===== src/inc/abf_pkg.sv =====
package abf_pkg;

  // ------------------------------------------------------------
  // register indices: the byte address is four times the index
  // ------------------------------------------------------------
  localparam logic [11:0] ABF_IDX_RATE  = 12'h500; // bit-clock rate code
  localparam logic [11:0] ABF_IDX_FLEN  = 12'h506; // frame length divider
  localparam logic [11:0] ABF_IDX_CFG   = 12'h510; // mode, selectors
  localparam logic [11:0] ABF_IDX_CHEN  = 12'h519; // channel enables
  localparam logic [11:0] ABF_IDX_STAT  = 12'h520; // live status
  localparam int          ABF_AW        = 14;

  // ------------------------------------------------------------
  // reset values and field limits
  // ------------------------------------------------------------
  localparam logic [4:0]  ABF_RATE_RST  = 5'h0c;
  localparam logic [12:0] ABF_FLEN_RST  = 13'h0040;
  localparam logic [12:0] ABF_FLEN_MIN  = 13'h0008;
  localparam logic [3:0]  ABF_SEL_ASYNC = 4'h8;   // selector 1000
  localparam logic [1:0]  ABF_FAM44     = 2'h1;   // sample rate 01xxx
  localparam logic [1:0]  ABF_RESP_OK   = 2'h0;
  localparam logic [1:0]  ABF_RESP_ERR  = 2'h2;

  // ------------------------------------------------------------
  // reference clock behind the rate table steps
  // (each entry is the step added to a 32-bit phase accumulator
  // clocked from a 50 MHz reference: step = f * 2^32 / 50e6)
  // ------------------------------------------------------------
  localparam int unsigned ABF_REF_HZ = 50_000_000;

  typedef struct packed {
    logic [4:0]  rate;     // bit-clock rate code
    logic [12:0] flen;     // frame length divider
    logic        master;   // 1 = device drives clocks
    logic [3:0]  sel;      // interface rate selector
    logic [4:0]  sys_sr;   // system sample rate setting
    logic [4:0]  async_sr; // async sample rate setting
  } abf_cfg_t;

endpackage : abf_pkg


===== src/core/abf_frame_div.sv =====
// divides bit-clock edges into frame clock
module abf_frame_div
  import abf_pkg::*;
(
  // clock and reset
  input  wire logic        aclk,
  input  wire logic        aresetn,
  // control
  input  wire logic        run,
  input  wire logic        bit_fall,
  input  wire logic [12:0] flen,
  // output
  output logic             frame_clk
);

  logic [12:0] cnt_r, cnt_nxt;     // bit clocks into frame
  logic        frm_r, frm_nxt;     // frame clock level

  // ------------------------------------------------------------
  // next state: first half of frame high, rest low
  // ------------------------------------------------------------
  always_comb begin
    cnt_nxt = cnt_r;
    frm_nxt = frm_r;
    if (!run) begin
      cnt_nxt = '0;
      frm_nxt = 1'b0;
    end else if (bit_fall) begin
      if (cnt_r >= flen - 13'h0001) begin
        cnt_nxt = '0;
      end else begin
        cnt_nxt = cnt_r + 13'h0001;
      end
      frm_nxt = (cnt_nxt < {1'b0, flen[12:1]});
    end
  end

  always_ff @(posedge aclk) begin
    if (!aresetn) begin
      cnt_r <= '0;
      frm_r <= 1'b0;
    end else begin
      cnt_r <= cnt_nxt;
      frm_r <= frm_nxt;
    end
  end

  assign frame_clk = frm_r;

endmodule : abf_frame_div


===== src/core/abf_rate_gen.sv =====
// Contract
// - rate code picks bit clock, family chooses
// - selector below 1000 uses system domain
// - selector 1000 up uses async domain
// - frame clock is bit clock over divider
// - frame clock derives only from bit clock in master mode; slave mode passes the frame pin through
// - rate code locked while channels enabled
// - code 00010 gives 64k or 58.8k
// - code 10001 gives 12.288M or 11.2896M
// - code 10010 gives 24.576M or 22.5792M
// - 44.1k family only for 01xxx setting
module abf_rate_gen
  import abf_pkg::*;
(
  // clock and reset
  input  wire logic        aclk,
  input  wire logic        aresetn,
  // axi4-lite write address
  input  wire logic [13:0] s_axi_awaddr,
  input  wire logic        s_axi_awvalid,
  output logic             s_axi_awready,
  // axi4-lite write data
  input  wire logic [31:0] s_axi_wdata,
  input  wire logic [3:0]  s_axi_wstrb,
  input  wire logic        s_axi_wvalid,
  output logic             s_axi_wready,
  // axi4-lite write response
  output logic [1:0]       s_axi_bresp,
  output logic             s_axi_bvalid,
  input  wire logic        s_axi_bready,
  // axi4-lite read address
  input  wire logic [13:0] s_axi_araddr,
  input  wire logic        s_axi_arvalid,
  output logic             s_axi_arready,
  // axi4-lite read data
  output logic [31:0]      s_axi_rdata,
  output logic [1:0]       s_axi_rresp,
  output logic             s_axi_rvalid,
  input  wire logic        s_axi_rready,
  // interface clock pins
  input  wire logic        bit_clk_in,
  output logic             bit_clk_out,
  output logic             bit_clk_oe,
  input  wire logic        frame_clk_in,
  output logic             frame_clk_out,
  output logic             frame_clk_oe,
  // status
  output logic             family44
);

  // ------------------------------------------------------------
  // registers
  // ------------------------------------------------------------
  abf_cfg_t    cfg_r, cfg_nxt;       // software configuration
  logic [15:0] chen_r, chen_nxt;     // tx/rx channel enables
  logic        aw_hold_r, aw_hold_nxt; // write address taken
  logic [13:0] aw_addr_r, aw_addr_nxt;
  logic        w_hold_r, w_hold_nxt;   // write data taken
  logic [31:0] w_data_r, w_data_nxt;
  logic [3:0]  w_strb_r, w_strb_nxt;
  logic        bv_r, bv_nxt;
  logic [1:0]  br_r, br_nxt;
  logic        rv_r, rv_nxt;
  logic [31:0] rd_r, rd_nxt;
  logic [1:0]  rr_r, rr_nxt;
  logic [31:0] ph_r, ph_nxt;         // bit-clock phase accumulator
  logic        bclk_r, bclk_nxt;     // generated bit clock
  logic        fam_r, fam_nxt;       // registered family flag
  logic [1:0]  bsync_r, fsync_r;     // pin synchronisers
  logic        bprev_r;              // synchronised bit clock, old
  logic        frame_gen;            // divider output
  logic        bit_fall;             // falling edge of active bclk
  logic        any_en;               // some channel enabled
  logic        fam44;                // 44.1 kHz family selected
  logic [4:0]  gov_sr;               // governing sample rate
  logic [31:0] step;                 // accumulator step
  logic        wr_go, rd_go;
  logic [31:0] wmask;
  logic        awr_r, awr_nxt;       // aw/w ready, registered
  logic        arr_r, arr_nxt;       // read address ready pulse
  logic        fout_r, fout_nxt;     // frame clock output flop

  // ------------------------------------------------------------
  // rate table: accumulator step = f * 2^32 / 50 MHz
  // codes without a frequency give zero, so no clock runs
  // ------------------------------------------------------------
  function automatic logic [31:0] rate_step(input logic [4:0] code,
                                            input logic       f44);
    logic [31:0] s48;
    logic [31:0] s44;
    s48 = 32'h0000_0000;
    s44 = 32'h0000_0000;
    case (code)
      5'h02: begin s48 = 32'h0053_e2d6; s44 = 32'h004d_1221; end
      5'h03: begin s48 = 32'h007d_d441; s44 = 32'h0073_9b32; end
      5'h04: begin s48 = 32'h00a7_c5ac; s44 = 32'h009a_2443; end
      5'h05: begin s48 = 32'h00fb_a882; s44 = 32'h00e7_3664; end
      5'h06: begin s48 = 32'h014f_8b58; s44 = 32'h0134_4886; end
      5'h07: begin s48 = 32'h01f7_5104; s44 = 32'h01ce_6cc9; end
      5'h08: begin s48 = 32'h029f_16b1; s44 = 32'h0268_910c; end
      5'h09: begin s48 = 32'h03ee_a209; s44 = 32'h039c_d992; end
      5'h0a: begin s48 = 32'h053e_2d62; s44 = 32'h04d1_2218; end
      5'h0b: begin s48 = 32'h07dd_4413; s44 = 32'h0739_b324; end
      5'h0c: begin s48 = 32'h0a7c_5ac4; s44 = 32'h09a2_4430; end
      5'h0d: begin s48 = 32'h0fba_8826; s44 = 32'h0e73_6648; end
      5'h0e: begin s48 = 32'h14f8_b589; s44 = 32'h1344_8861; end
      5'h0f: begin s48 = 32'h1f75_104d; s44 = 32'h1ce6_cc92; end
      5'h10: begin s48 = 32'h29f1_6b12; s44 = 32'h2689_10c2; end
      5'h11: begin s48 = 32'h3eea_209a; s44 = 32'h39cd_9923; end
      5'h12: begin s48 = 32'h7dd4_4135; s44 = 32'h739b_3246; end
      default: begin s48 = 32'h0000_0000; s44 = 32'h0000_0000; end
    endcase
    rate_step = f44 ? s44 : s48;
  endfunction : rate_step

  // ------------------------------------------------------------
  // family selection from governing domain
  // ------------------------------------------------------------
  always_comb begin
    any_en = |chen_r;
    if (cfg_r.sel < ABF_SEL_ASYNC) begin
      gov_sr = cfg_r.sys_sr;
    end else begin
      gov_sr = cfg_r.async_sr;
    end
    fam44 = (gov_sr[4:3] == ABF_FAM44);
    step  = rate_step(cfg_r.rate, fam_r);
  end

  // ------------------------------------------------------------
  // axi4-lite slave: aw and w in either order, one at a time
  // ------------------------------------------------------------
  always_comb begin
    aw_hold_nxt = aw_hold_r;
    aw_addr_nxt = aw_addr_r;
    w_hold_nxt  = w_hold_r;
    w_data_nxt  = w_data_r;
    w_strb_nxt  = w_strb_r;
    bv_nxt      = bv_r;
    br_nxt      = br_r;
    rv_nxt      = rv_r;
    rd_nxt      = rd_r;
    rr_nxt      = rr_r;
    cfg_nxt     = cfg_r;
    chen_nxt    = chen_r;
    wmask = {{8{w_strb_r[3]}}, {8{w_strb_r[2]}},
             {8{w_strb_r[1]}}, {8{w_strb_r[0]}}};
    if (s_axi_awvalid && !aw_hold_r && !bv_r) begin
      aw_hold_nxt = 1'b1;
      aw_addr_nxt = s_axi_awaddr;
    end
    if (s_axi_wvalid && !w_hold_r && !bv_r) begin
      w_hold_nxt = 1'b1;
      w_data_nxt = s_axi_wdata;
      w_strb_nxt = s_axi_wstrb;
    end
    wr_go = aw_hold_r && w_hold_r && !bv_r;
    if (wr_go) begin
      aw_hold_nxt = 1'b0;
      w_hold_nxt  = 1'b0;
      bv_nxt      = 1'b1;
      br_nxt      = ABF_RESP_OK;
      case (aw_addr_r[13:2])
        ABF_IDX_RATE: begin
          if (!any_en && w_strb_r[0]) begin
            cfg_nxt.rate = w_data_r[4:0];
          end
        end
        ABF_IDX_FLEN: begin
          cfg_nxt.flen = (cfg_r.flen & ~wmask[12:0]) |
                         (w_data_r[12:0] & wmask[12:0]);
        end
        ABF_IDX_CFG: begin
          if (w_strb_r[0]) begin
            cfg_nxt.master = w_data_r[0];
            cfg_nxt.sel    = w_data_r[7:4];
          end
          if (w_strb_r[1]) cfg_nxt.sys_sr   = w_data_r[12:8];
          if (w_strb_r[2]) cfg_nxt.async_sr = w_data_r[20:16];
        end
        ABF_IDX_CHEN: begin
          chen_nxt = (chen_r & ~wmask[15:0]) |
                     (w_data_r[15:0] & wmask[15:0]);
        end
        ABF_IDX_STAT: begin
          br_nxt = ABF_RESP_OK;  // read-only, write ignored
        end
        default: br_nxt = ABF_RESP_ERR;
      endcase
    end
    if (bv_r && s_axi_bready) begin
      bv_nxt = 1'b0;
    end
    rd_go = s_axi_arvalid && !rv_r;
    if (rd_go) begin
      rv_nxt = 1'b1;
      rr_nxt = ABF_RESP_OK;
      case (s_axi_araddr[13:2])
        ABF_IDX_RATE: rd_nxt = {27'h0, cfg_r.rate};
        ABF_IDX_FLEN: rd_nxt = {19'h0, cfg_r.flen};
        ABF_IDX_CFG:  rd_nxt = {11'h0, cfg_r.async_sr, 3'h0,
                                cfg_r.sys_sr, cfg_r.sel, 3'h0,
                                cfg_r.master};
        ABF_IDX_CHEN: rd_nxt = {16'h0, chen_r};
        ABF_IDX_STAT: rd_nxt = {28'h0, frame_clk_out, bclk_r,
                                any_en, fam_r};
        default: begin
          rd_nxt = 32'h0;
          rr_nxt = ABF_RESP_ERR;
        end
      endcase
    end else if (rv_r && s_axi_rready) begin
      rv_nxt = 1'b0;
    end
    // ready flags as flops, equal to what the held state implies
    awr_nxt = aw_hold_nxt && w_hold_nxt && !bv_nxt;
    arr_nxt = rd_go;
  end

  // ------------------------------------------------------------
  // bit clock generation (master) and edge detect (both)
  // limitation: generated clock jitters by one 20 ns cycle
  // ------------------------------------------------------------
  always_comb begin
    fam_nxt = fam44;
    ph_nxt  = ph_r;
    bclk_nxt = bclk_r;
    if (cfg_r.master && any_en && (step != 32'h0)) begin
      ph_nxt   = ph_r + step;
      bclk_nxt = ph_r[31];
    end else begin
      ph_nxt   = 32'h0;
      bclk_nxt = 1'b0;
    end
    bit_fall = cfg_r.master ? (bclk_r && !bclk_nxt)
                            : (bprev_r && !bsync_r[1]);
    fout_nxt = cfg_r.master ? frame_gen : fsync_r[1];
  end

  always_ff @(posedge aclk) begin
    if (!aresetn) begin
      cfg_r     <= '{rate: ABF_RATE_RST, flen: ABF_FLEN_RST,
                     master: 1'b0, sel: 4'h0, sys_sr: 5'h0,
                     async_sr: 5'h0};
      chen_r    <= 16'h0;
      aw_hold_r <= 1'b0;
      aw_addr_r <= 14'h0;
      w_hold_r  <= 1'b0;
      w_data_r  <= 32'h0;
      w_strb_r  <= 4'h0;
      bv_r      <= 1'b0;
      br_r      <= ABF_RESP_OK;
      rv_r      <= 1'b0;
      rd_r      <= 32'h0;
      rr_r      <= ABF_RESP_OK;
      ph_r      <= 32'h0;
      bclk_r    <= 1'b0;
      fam_r     <= 1'b0;
      bsync_r   <= 2'h0;
      fsync_r   <= 2'h0;
      bprev_r   <= 1'b0;
      awr_r     <= 1'b0;
      arr_r     <= 1'b0;
      fout_r    <= 1'b0;
    end else begin
      cfg_r     <= cfg_nxt;
      chen_r    <= chen_nxt;
      aw_hold_r <= aw_hold_nxt;
      aw_addr_r <= aw_addr_nxt;
      w_hold_r  <= w_hold_nxt;
      w_data_r  <= w_data_nxt;
      w_strb_r  <= w_strb_nxt;
      bv_r      <= bv_nxt;
      br_r      <= br_nxt;
      rv_r      <= rv_nxt;
      rd_r      <= rd_nxt;
      rr_r      <= rr_nxt;
      ph_r      <= ph_nxt;
      bclk_r    <= bclk_nxt;
      fam_r     <= fam_nxt;
      bsync_r   <= {bsync_r[0], bit_clk_in};
      fsync_r   <= {fsync_r[0], frame_clk_in};
      bprev_r   <= bsync_r[1];
      awr_r     <= awr_nxt;
      arr_r     <= arr_nxt;
      fout_r    <= fout_nxt;
    end
  end

  // ------------------------------------------------------------
  // frame divider, fed only by bit-clock edges
  // ------------------------------------------------------------
  abf_frame_div u_div (
    .aclk      (aclk),
    .aresetn   (aresetn),
    .run       (cfg_r.master && any_en &&
                (cfg_r.flen >= ABF_FLEN_MIN)),
    .bit_fall  (bit_fall),
    .flen      (cfg_r.flen),
    .frame_clk (frame_gen)
  );

  // ------------------------------------------------------------
  // outputs, all from flip-flops
  // ------------------------------------------------------------
  assign s_axi_awready = awr_r;
  assign s_axi_wready  = awr_r;
  assign s_axi_bvalid  = bv_r;
  assign s_axi_bresp   = br_r;
  assign s_axi_arready = arr_r;
  assign s_axi_rvalid  = rv_r;
  assign s_axi_rdata   = rd_r;
  assign s_axi_rresp   = rr_r;
  assign bit_clk_out   = bclk_r;
  assign bit_clk_oe    = cfg_r.master;
  assign frame_clk_out = fout_r;
  assign frame_clk_oe  = cfg_r.master;
  assign family44      = fam_r;

endmodule : abf_rate_gen


===== config.mk =====
export PLATFORM = sky130hd
export DESIGN_NAME = abf_rate_gen
export DESIGN_NICKNAME = d
export VERILOG_FILES = /design/src/inc/abf_pkg.sv /design/src/core/abf_frame_div.sv /design/src/core/abf_rate_gen.sv
export SDC_FILE = /design/constraint.sdc
export NUM_CORES = 1
export LEC_CHECK = 0
export BUFFER_PORTS_ARGS = -buffer_cell sky130_fd_sc_hd__buf_2
export CORE_AREA = 4 4 287 148
export CTS_BUF_LIST = sky130_fd_sc_hd__clkbuf_16
export DETAILED_ROUTE_END_ITERATION = 8
export DIE_AREA = 0 0 291 152
export PLACE_DENSITY = 0.46
export SETUP_SLACK_MARGIN = 0.15
export SLEW_MARGIN = 10
export SYNTH_ARGS = -nofsm -noshare
export SYNTH_HDL_FRONTEND = slang
export SYNTH_SLANG_ARGS = --single-unit

===== constraint.sdc =====
create_clock -name aclk -period 7 [get_ports aclk]
set_input_delay 0 -clock aclk [delete_from_list [all_inputs] [get_ports aclk]]
set_output_delay 0 -clock aclk [all_outputs]
set_load 0.02 [all_outputs]

Word level (Yosys, flattened, before mapping):

Memories as Yosys holds them, arrays and structs flattened. A register that Yosys moved wholly into a read port is not among the register bits.
Index checks and enable logic that the tools add are counted.

* bits in registers: 183
* bits in latches: 0
* RAM bits: 0
* memory bits (read-only): 1984
* bits of input ports: 73
* output and inout bits: 46
* logic and storage cells: 114
* memories kept: 1

Memories
* (name not given): words 32, width 62, read ports 1, clocked after memory_dff 1, write ports 0, line abf_rate_gen.sv:93 `case (code)`

* add/subtract/negate cells: 3
* $mul: 0
* divide/modulo/power cells: 0
* $lt $le $gt $ge: 4
* eq/ne operators: 11
* shift-type cells: 0
* muxes and demuxes: 21
* bitwise operators: 8
* reductions and logical operators: 38

Operators with widths (count)
* equality test 12 x 11 -> 1 bit (second input constant): 10
* case mux 21 bit (5 select lines): 1
* two-way mux 13 bit: 3
* adder 32 bit: 1
* bitwise AND 16 bit: 2
* two-way mux 32 bit: 1
* nonzero test 32 bit: 1
* bitwise AND 13 bit: 2
* logical AND 1 bit: 17
* inverter 16 bit: 1
* bitwise OR 16 bit: 1
* OR reduction 16 bit: 1
* two-way mux 5 bit: 3
* adder 13 x 1 -> 13 bit (second input constant): 1
* greater-or-equal comparator 13 bit: 1
* greater-or-equal comparator 13 x 4 -> 1 bit (second input constant): 1
* < comparator 13 x 12 -> 1 bit: 1
* inverter 13 bit: 1
* bitwise OR 13 bit: 1
* subtractor 13 x 1 -> 13 bit (second input constant): 1
* AND reduction 3 bit: 4
* two-way mux 1 bit: 11
* OR reduction 5 bit: 2
* logical NOT 1 bit: 8
* other kinds (5): 9

Depth between registers and ports, before layout:

Gate-level depths: netlist of run 1.

* depth after elaboration: 10
* depth in mapped cells: 20

Cells and area by module:

Synthesis of run 1 repeated with hierarchy kept, for this count alone.

* cell total of the unflattened synthesis: 1471
* area, all modules: 12214.2 um^2

Modules (own cells, without submodules)
* abf_rate_gen: times used 1, cells each 1233, area each 10412.5 um^2
* abf_frame_div: times used 1, cells each 238, area each 1801.7 um^2

Worst setup path after synthesis of run 1:

No wires, ideal clock.

* path kind: reg-to-reg
* start point: register (tool-made name)
* end point: register u_div.frm_r, in the netlist u_div.frame_clk
* data arrival time: 4.341 ns
* setup slack: 2.563 ns
* cell stages (with the launch flop): 21
* path through: dfxtp_1 > nor3_1 > and3_1 > nand2_1 > nor4_1 > xnor2_1 > ha_1 > o21ai_0 > nand2b_1 > a21oi_1 > or3_1 > o32ai_1 > buf_2 > clkbuf_1 > nor2_1 > ha_1 > nand3_1 > nor3_1 > a221oi_1 > o311ai_0 > o41ai_2

RTL lines
* end signal: assignment: line abf_frame_div.sv:44 `frm_r <= frm_nxt;`
* end: declaration: line abf_frame_div.sv:17 `logic frm_r, frm_nxt;`

==> impl_results.md, run 1 <==
- Main synth FF type: dfxtp_1
- Cell count along the critical path: 19
- Initial core utilization: around 30%
- RR Endpoint: u_div.frame_clk$_SDFFE_PN0P_
- Maximum clock frequency: ~200 MHz
- Worst clock skew: 0.01983 ns
- Slew Viols, Final: 0
- Hold Crit Class: in2reg
- CTS Buffer Depth: 3
- Layout filler cell count: ~4200
- Crit path buffers/inverters: 1
- CTS Buf Count: 24
- R2R setup slack: roughly 2.0 ns
- Num rows: between 50 and 60
- Port Buffer Count: ~90
- Synth top area cells: dfxtp_1 38%, ha_1 7.0%, nor2_1 5.7%
- Cell taking the most area after synthesis: dfxtp_1
- WHS: roughly 0.042 ns
- Clock transition at path regs: approximately 0.07 ns
- Sequential cell area fraction in the yosys report: between 30% and 40%
- Synth Warn #: 0
- First-pass GRT wire length: between 60000 and 70000 µm
- Register Area: 0.004544 mm²
- Die area: approximately 0.044 mm²
- Area growth from synthesis to layout: 16.69%
- Crit path cell chain: nor3_1 > and3_1 > nand2_1 > nor4_1 > xnor2_1 > ha_1 > o21ai_0 > nand2b_1 > a21oi_1 > or3_1 > o32ai_2 > buf_4 > nor2_1 > ha_1 > nand3_1 > nor3_1 > a221oi_1 > o311ai_0 > o41ai_2
- Share of layout cells above drive strength 1: a little over an eighth
- Top cell type's share of synthesized area: about two fifths
- Die Y: 152 µm
- Worst r2r path cells: 19
- Top cell family by delay on the critical path: simple AND/OR/NAND/NOR gates
- H-tree depth: 1
- Mapped cell area: between 0.01 and 0.015 mm²
- Final worst slack: about 2 ns
- Die Wd: between 200 and 300 µm
- Setup WS pre-CTS: 2.109 ns
- Crit-path max cell delay: 0.63 ns
- Placed insts: 1981
- Post-synthesis register bit count: roughly 230
- Finished Layout Cells: 2070
- Nets: 1654
- Clock Latency Late Sink: around 0.54 ns
- TNS Setup: 0 ns
- Routed via count: around 11000
- Slowest CP cell: o32ai_2
- Maximum fanout along the worst path: 16
- Post-CTS Setup Repair Bufs: 0
- Number of global-route vias before repair: between 9000 and 10000
- Mapped Cells: between 1000 and 1500
- Final core occ: between 30% and 40%
- WL per Instance: between 15 and 20 µm
- Final WL: 39380 µm
- Pin count of the biggest net entering global routing: ~110
- Antenna fix cells: 0
- CP Class: reg2reg
- CTS resizes: 0
- Synth cell count leaders: 227 x dfxtp_1, 181 x nor2_1, 158 x nand2_1
- Yosys cell types: between 80 and 90
- Post-synthesis async set-or-reset flop share: 0%
- Antenna violations before repair: 1
- Max_slew headroom: between 15 and 20%
- Worst Hold Launch: s_axi_awvalid
- Worst setup SP type: register
- DP HPWL: 28720 µm
- Total core area: approximately 0.04 mm²
- Max-cap violations: 0
- Clock sinks: ~230
- Drt drc: 0
- Post-synth EDFFs: 0
- Final Cycle Share: between 70% and 80%
- Clk root buf: clkbuf_16
- IO Count: between 100 and 150
- Last weighted congestion value of the routability-driven placer: 0.9524
- Setup Viol. Count Final: 0
- Initial DRC count: around 1100
- Worst hold stages: 4
- CTS tree: yes
- Peak supply drop: 0.0001412 V
- Arrival time of the worst setup path: 5.43 ns
- Slew @ Worst Pin: 1.229 ns
- Pre-antenna DRT Iters: 7
- Leakage power: ~5.8 nW
- Routed Antenna Nets: 0
- Total Routing Usage GR: 17.24%
- Count leader, synth: dfxtp_1
- Crit path required time: 7.43 ns
- Tot Pwr: ~2.7 mW
- Fin. Hold Viols: 0
- RSZ-0062 raised after global routing: no
- Design Area, Final: between 0.01 and 0.015 mm²
- Vias per cell: approximately 5.2
- Status: complete, no violations
- Syn avg cell area: roughly 8.4 µm²
- PwrDens: between 150 and 200 mW/mm²
- Total gr overflow: 0
- Crit end category: register
- WHS Endpoint: aw_addr_r[10]$_SDFFE_PN0P_
- Placed cell area: 0.01273 mm²
- Period minus WS final: approximately 5 ns
- Multi-input gate area: ~0.0068 mm²
metal layers:
layer  GRT usage, %  part of all wire [%]  wire length [µm]
met3          4.259                   9.0              3559
met5              0                     0                 0
met1          29.64                    55             21680
met4          2.396                   1.3               525
met2          20.69                    35             13620
report_power, final:
| group | leakage [nW] | total (mW) | internal [mW] | switching [mW] |
|---|---|---|---|---|
| Clock | 0.355 | 1.20 | 0.631 | 0.571 |
| Combinational | 3.64 | 0.126 | 0.0494 | 0.0769 |
| Sequential | 1.84 | 1.33 | 1.31 | 0.0170 |
| Total | 5.83 | 2.66 | 1.99 | 0.664 |
cell families after synthesis:
kind of cell | Yosys count | synth area share [%]
AND/OR/NAND/NOR | 526 | 20.21
AO/OA/AOI/OAI | 337 | 18.74
flip-flops | 227 | 38.10
buffers and inverters | 140 | 5.381
multiplexers | 80 | 7.039
adder cells (fa/ha/maj) | 68 | 7.196
XOR/XNOR | 45 | 3.304
other | 1 | 0.03144
layout make-up:
class | count | area share [%]
clock buffer | 24 | 4.315
clock inverter | 19 | 0.8181
timing repair buffer | 148 | 7.210
multi-input combinational | 1069 | 48.98
sequential | 227 | 32.65
inverter | 43 | 1.169
tap | 540 | 4.854
what timing repair did:
| item | CTS | global route |
|---|---|---|
| endpoints found under the hold margin | 49 | 0 |
| hold buffers | 46 | 0 |
| endpoints found under the setup margin | 0 | 0 |
worst max path at each step:
| stage | endpoint | startpoint |
|---|---|---|
| after floorplan | u_div.frame_clk$_SDFFE_PN0P_ | register |
| after global placement | u_div.frame_clk$_SDFFE_PN0P_ | register |
| after detailed placement | u_div.frame_clk$_SDFFE_PN0P_ | register |
| after CTS | u_div.frame_clk$_SDFFE_PN0P_ | register |
| after global routing | u_div.frame_clk$_SDFFE_PN0P_ | register |
| final | u_div.frame_clk$_SDFFE_PN0P_ | register |
worst min-delay path, stage by stage:
cell and delay [ns]:
buf_2 0.09, nand2_1 0.24, nand2_1 0.15, a21oi_1 0.05
cell usage in the layout, fill, tap and decap left out, types with 14 or more instances in the layout:
cell type	synthesis	final
inv_1	40	43
buf_2	21	89
xnor2_1	27	27
ha_1	67	67
dfxtp_1	227	227
a21o_1	30	30
xor2_1	18	18
nand2_1	158	158
nor3_1	20	19
and2_1	14	14
nor4_1	15	15
mux2_2	30	30
dlygate4sd3_1	0	46
mux2i_1	49	49
clkbuf_16	0	24
a21oi_1	120	120
o21ai_0	55	55
nor2_1	181	181
nand3_1	54	54
Note: power is estimated with default switching activity, not from simulation.
==> run 2, diff against run 1 <==
PLACE_DENSITY = 0.48   (was 0.46)
clock period = 4.45 ns   (was 7 ns; I/O delays follow)
==> impl_results.md, run 2 (synthesis results as in run 1) <==
- Status: complete, no violations
- Die area: 0.04423 mm² (unchanged)
- Worst setup SP type: register
- Nets: 1683 (+1.8%)
- Die Y: 152 µm (unchanged)
- Initial DRC count: 1208 (+12%)
- Crit path required time: 4.89 ns (-2.54 ns)
- RSZ-0062 raised after global routing: no
- Setup Viol. Count Final: 0 (unchanged)
- Die Wd: 291 µm (unchanged)
- Tot Pwr: 4.355 mW (+64%)
- Hold Crit Class: in2reg
- Leakage power: 6.049 nW (+3.7%)
- Arrival time of the worst setup path: 4.58 ns (-0.85 ns)
- Pin count of the biggest net entering global routing: 95 (-11%)
- Drt drc: 0 (unchanged)
- Slew Viols, Final: 0 (unchanged)
- Antenna violations before repair: 0 (-1)
- WHS: 0.03746 ns (-0.005024 ns)
- Peak supply drop: 0.0002700 V (+91%)
- H-tree depth: 1 (unchanged)
- Routed Antenna Nets: 0 (unchanged)
- TNS Setup: 0 ns (unchanged)
- Clk root buf: clkbuf_16
- Total core area: 0.03995 mm² (unchanged)
- Placed cell area: 0.01289 mm² (+1.3%)
- Slowest CP cell: or3_4
- Final worst slack: 0.3050 ns (-1.688 ns)
- Most frequent cells in the layout: 224 x dfxtp_1, 181 x nor2_1, 157 x nand2_1
- Antenna fix cells: 0 (unchanged)
- Period minus WS final: 4.145 ns (-0.8621 ns)
- CTS Buf Count: 23 (-4.2%)
- Max_slew headroom: 15.04% (-2.8 points)
- DP HPWL: 29470 µm (+2.6%)
- Crit path cell chain: nor3_4 > and3_4 > nand2_4 > nor4_4 > xnor2_1 > ha_1 > o21ai_1 > nand2b_1 > a21oi_2 > or3_4 > o32ai_4 > buf_12 > buf_12 > nor2_1 > ha_1 > buf_4 > a21o_1 > a21o_1 > a21oi_1 > nor2_1 > o41ai_2
- Worst clock skew: 0.01521 ns (-0.004617 ns)
- Maximum fanout along the worst path: 6 (-10)
- Initial core utilization: 29.86% (unchanged)
- Total gr overflow: 0 (unchanged)
- Share of layout cells above drive strength 1: 15.86% (+2.7 points)
- Last weighted congestion value of the routability-driven placer: 0.9564 (+0.42%)
- Total Routing Usage GR: 17.18% (-0.065 points)
- Layout filler cell count: 4218 (+0.57%)
- Final WL: 39940 µm (+1.4%)
- Clock transition at path regs: 0.07 ns (about the same)
- IO Count: 119 (unchanged)
- Number of global-route vias before repair: 10040 (+1.6%)
- Setup WS pre-CTS: 0.1466 ns (-1.963 ns)
- Design Area, Final: 0.01435 mm² (+3.1%)
- Area growth from synthesis to layout: 20.29%
- Maximum clock frequency: 241.3 MHz (+21%)
- Crit path buffers/inverters: 3 (+2)
- Max-cap violations: 0 (unchanged)
- Commonest non-fill, non-tap cell in the layout: dfxtp_1
- Clock Latency Late Sink: 0.54 ns (about the same)
- Final Cycle Share: 93.14% (+22 points)
- Top cell family by delay on the critical path: simple AND/OR/NAND/NOR gates
- Vias per cell: 5.192 (about the same)
- Num rows: 52 (unchanged)
- R2R setup slack: 0.31 ns (-1.69 ns)
- WL per Instance: 19.05 µm (+0.10%)
- Crit-path max cell delay: 0.40 ns (-0.23 ns)
- Routed via count: 10890 (+1.3%)
- Clock sinks: 227 (unchanged)
- Slew @ Worst Pin: 1.270 ns (+0.04112 ns)
- Port Buffer Count: 89 (unchanged)
- CTS tree: yes
- PwrDens: 303.5 mW/mm² (+59%)
- CP Class: reg2reg
- First-pass GRT wire length: 60880 µm (-0.12%)
- CTS Buffer Depth: 3 (unchanged)
- Fin. Hold Viols: 0 (unchanged)
- Crit end category: register
- Pre-antenna DRT Iters: 6 (-1)
==> run 2: changes by cell type in the layout (fill, tap and decap cells not counted), sizes merged <==
| cell | change |
|---|---|
| bufinv | +4 |
| buf | +28 |
| clkbuf | +1 |
| clkinv | -1 |
| inv | -2 |
| clkinvlp | -3 |
==> run 2: through the flow <==
step	utilization, %	cells
finish	35.92	2097
global route	35.92	2097
CTS	35.39	2087
detailed placement	32.28	2001
global placement	32.28	2001
floorplan	-	1436
==> run 2: area by class of cell <==
class,count,area [µm²],area share [%]
Clock inverter,17,202.7,1.413
Inverter,43,162.7,1.134
Timing Repair Buffer,178,1271,8.860
Tap cell,540,675.6,4.709
Multi-Input combinational cell,1069,6909,48.16
Clock buffer,23,575.6,4.012
Sequential cell,227,4551,31.72
==> run 2: repair_timing <==
item / CTS / global route
resized for setup: 1 / 26
hold endpoints to repair: 47 / 0
hold buffers: 46 / 0
pin swaps: 0 / 13
setup endpoints to repair: 1 / 1
gates cloned: 0 / 1
setup buffers: 0 / 9
==> run 2: power breakdown <==
group	switching (mW)	total, mW	internal (mW)
logic	0.119	0.198	0.0784
clock network	0.884	2.07	1.18
registers	0.0279	2.09	2.06
total	1.03	4.36	3.32
==> run 2: path summary, 6_finish.rpt <==
kind                                                endpoint  depth (start not counted)                   from
worst max register to register  u_div.frame_clk$_SDFFE_PN0P_                         21               register
worst min-delay path              aw_addr_r[13]$_SDFFE_PN0P_                          4          s_axi_awvalid
worst min register to register         fsync_r[1]$_SDFF_PN0_                          1  fsync_r[0]$_SDFF_PN0_
worst max-delay path            u_div.frame_clk$_SDFFE_PN0P_                         21               register
==> run 2: per-layer routing <==
layer  track usage [%]  wire [µm]
met1             29.44      21790
met2             20.61      13950
met5                 0          0
met4             1.931        380
met3             4.667       3817
==> run 2: worst min-delay path: stages <==
cell,delay (ns)
buf_2,0.08
nand2_1,0.24
nand2_1,0.15
a21oi_1,0.05
==> run 3, diff against run 2 <==
CORE_AREA = 4 4 224 117   (was 4 4 287 148)
DIE_AREA = 0 0 228 121   (was 0 0 291 152)
PLACE_DENSITY = 0.71   (was 0.48)
==> impl_results.md, run 3 (synthesis results as in run 1) <==
- Initial core utilization: 48.74% (+19 points)
- Port Buffer Count: 89 (unchanged)
- Last weighted congestion value of the routability-driven placer: 1.006 (+5.2%)
- Antenna fix cells: 0 (unchanged)
- Slowest CP cell: o32ai_4
- Clock Latency Late Sink: 0.55 ns (about the same)
- CP most frequent cell: ha_1
- Routed via count: 11070 (+1.7%)
- Multi-input gate area: 0.006872 mm² (-0.54%)
- Sequential power share: 48.2% (+0.2 points)
- Final core occ: 57.38% (+21 points)
- Total core area: 0.02447 mm² (-39%)
- IO Count: 119 (unchanged)
- Tot Pwr: 4.332 mW (-0.54%)
- Arrival time of the worst setup path: 4.61 ns (+0.03 ns)
- Nets: 1677 (-0.36%)
- Crit path required time: 4.88 ns (about the same)
- Register Area: 0.004551 mm² (unchanged)
- CTS tree: yes
- Fin. Hold Viols: 0 (unchanged)
- Met2 routed WL: 13050 µm (-6.5%)
- TNS Setup: 0 ns (unchanged)
- CP Class: reg2reg
- Total gr overflow: 0 (unchanged)
- RSZ-0062 raised after global routing: no
- Routed Antenna Nets: 0 (unchanged)
- Commonest non-fill, non-tap cell in the layout: dfxtp_1
- Pin count of the biggest net entering global routing: 106 (+12%)
- CTS Buffer Depth: 3 (unchanged)
- Final Cycle Share: 93.96% (+0.82 points)
- Drt drc: 0 (unchanged)
- Clock transition at path regs: 0.07 ns (about the same)
- Area growth from synthesis to layout: 17.71%
- Uppermost layer routed: met5
- Worst setup SP type: register
- Comb pwr share: 4.8% (+0.3 points)
- Die area: 0.02759 mm² (-38%)
- DP HPWL: 25680 µm (-13%)
- Status: complete, no violations
- Pre-antenna DRT Iters: 7 (+1)
- Setup Viol. Count Final: 0 (unchanged)
- Maximum fanout along the worst path: 6 (unchanged)
- Crit path buffers/inverters: 1 (-2)
- Met3 WL: 4473 µm (+17%)
- Total Routing Usage GR: 25.39% (+8.2 points)
- Most frequent cells in the layout: 224 x dfxtp_1, 181 x nor2_1, 158 x nand2_1
- Antenna violations before repair: 1 (+1)
- Leakage power: 6.026 nW (-0.38%)
- Clk root buf: clkbuf_16
- Vias per cell: 5.910 (+14%)
- Internal power: 3.304 mW (-0.59%)
- Switching pwr: 1.028 mW (-0.38%)
- Die Wd: 228 µm (-22%)
- Slew @ Worst Pin: 1.218 ns (-0.05209 ns)
- Period minus WS final: 4.181 ns (+0.03642 ns)
- Top cell family by delay on the critical path: simple AND/OR/NAND/NOR gates
- Num rows: 41 (-21%)
- Max_slew headroom: 18.53% (+3.5 points)
- Max-cap violations: 0 (unchanged)
- First-pass GRT wire length: 56010 µm (-8.0%)
- Number of global-route vias before repair: 9916 (-1.3%)
- Slew Viols, Final: 0 (unchanged)
- WL per Instance: 19.48 µm (+2.3%)
- CTS Buf Count: 22 (-4.3%)
- Die Y: 121 µm (-20%)
- Crit end category: register
- Worst clock skew: 0.02334 ns (+0.008126 ns)
- Layout filler cell count: 2163 (-49%)
- Clock sinks: 227 (unchanged)
- Initial DRC count: 1518 (+26%)
- Peak supply drop: 0.0002776 V (+2.8%)
- Maximum clock frequency: 239.2 MHz (-0.87%)
- Routed length on met1: 18130 µm (-17%)
- Sw Share: 23.72% (+0.038 points)
- Crit-path max cell delay: 0.40 ns (about the same)
- Hold Crit Class: in2reg
- Share of layout cells above drive strength 1: 14.70% (-1.2 points)
- Crit path cell chain: nor3_4 > and3_4 > nand2_1 > nor4_2 > xnor2_1 > ha_1 > o21ai_1 > nand2b_1 > a21oi_2 > or3_4 > o32ai_4 > clkbuf_16 > nor2_1 > ha_1 > nand4_1 > nor3_1 > a221oi_1 > o311ai_1 > o41ai_2
- Clock network power share: 47.0% (-0.5 points)
- PwrDens: 308.5 mW/mm² (+1.6%)
- H-tree depth: 1 (unchanged)
- Final WL: 36480 µm (-8.7%)
==> run 3: cell types whose count changed in the layout (fill, tap and decap cells not counted), moves of 2 or more <==
cell           previous run  this run
buf_4                    39        21
dlygate4sd3_1            46        59
clkinv_1                  5         2
clkinv_2                  4         7
inv_6                     0         3
a221oi_1                  3         5
a221oi_2                  2         0
clkinv_4                  2         0
==> run 3: power by group through the flow <==
stage               Clock [mW]  Combinational [mW]  Sequential (mW)
finish                    2.03               0.208             2.09
global route              2.14               0.228             2.09
CTS                       2.05               0.202             2.09
detailed placement           0               0.160             2.14
global placement             0               0.156             2.13
floorplan                    0               0.111             2.13
==> run 3: repair_timing <==
action	CTS	global route
endpoints found under the setup margin	1	1
hold endpoints to repair	50	0
gates resized for setup	1	18
pin swaps	0	11
buffers inserted	0	5
hold buffers	59	0
gates cloned	0	2
==> run 3: worst reg2reg max path: stages (launching register included) <==
cell	delay, ns
dfxtp_4	0.36
nor3_4	0.19
and3_4	0.21
nand2_1	0.08
nor4_2	0.27
xnor2_1	0.12
ha_1	0.32
o21ai_1	0.07
nand2b_1	0.09
a21oi_2	0.08
or3_4	0.38
o32ai_4	0.40
clkbuf_16	0.22
nor2_1	0.05
ha_1	0.32
nand4_1	0.10
nor3_1	0.06
a221oi_1	0.32
o311ai_1	0.18
o41ai_2	0.26
==> run 3: worst paths after layout <==
check | from | endpoint | slack (ns) | depth (start not counted)
worst max-delay path | register | u_div.frame_clk$_SDFFE_PN0P_ | 0.27 | 19
worst min-delay path | s_axi_awvalid | aw_addr_r[10]$_SDFFE_PN0P_ | 0.02 | 4
worst max register to register | register | u_div.frame_clk$_SDFFE_PN0P_ | 0.27 | 19
worst min register to register | fsync_r[0]$_SDFF_PN0_ | fsync_r[1]$_SDFF_PN0_ | 0.44 | 1
==> run 3: area by class of cell <==
type | count | area share, %
inverters | 43 | 1.150
repair buffers | 173 | 9.144
multi-input cells | 1069 | 48.94
well taps | 322 | 2.870
clock inverters | 17 | 1.560
flip-flops and latches | 227 | 32.41
clock buffers | 22 | 3.921
==> run 3: per-layer routing <==
layer | GRT usage (%) | vias up
li1 | - | 5272
met5 | 0 | -
met3 | 8.771 | 71
met2 | 31.29 | 554
met1 | 40.75 | 5170
met4 | 5.577 | 2
==> run 3: through the flow <==
stage	hold WS [ns]	instance area (µm²)	std cells	worst slack, ns
finish	0.02046	14040	1873	0.2686
global route	0.04409	14040	1873	0.1167
CTS	0.0001993	13890	1866	0.2028
detailed placement	0.2137	12520	1768	0.1414
global placement	0.2089	12520	1768	0.2780
floorplan	0.1273	11980	1436	0.2460
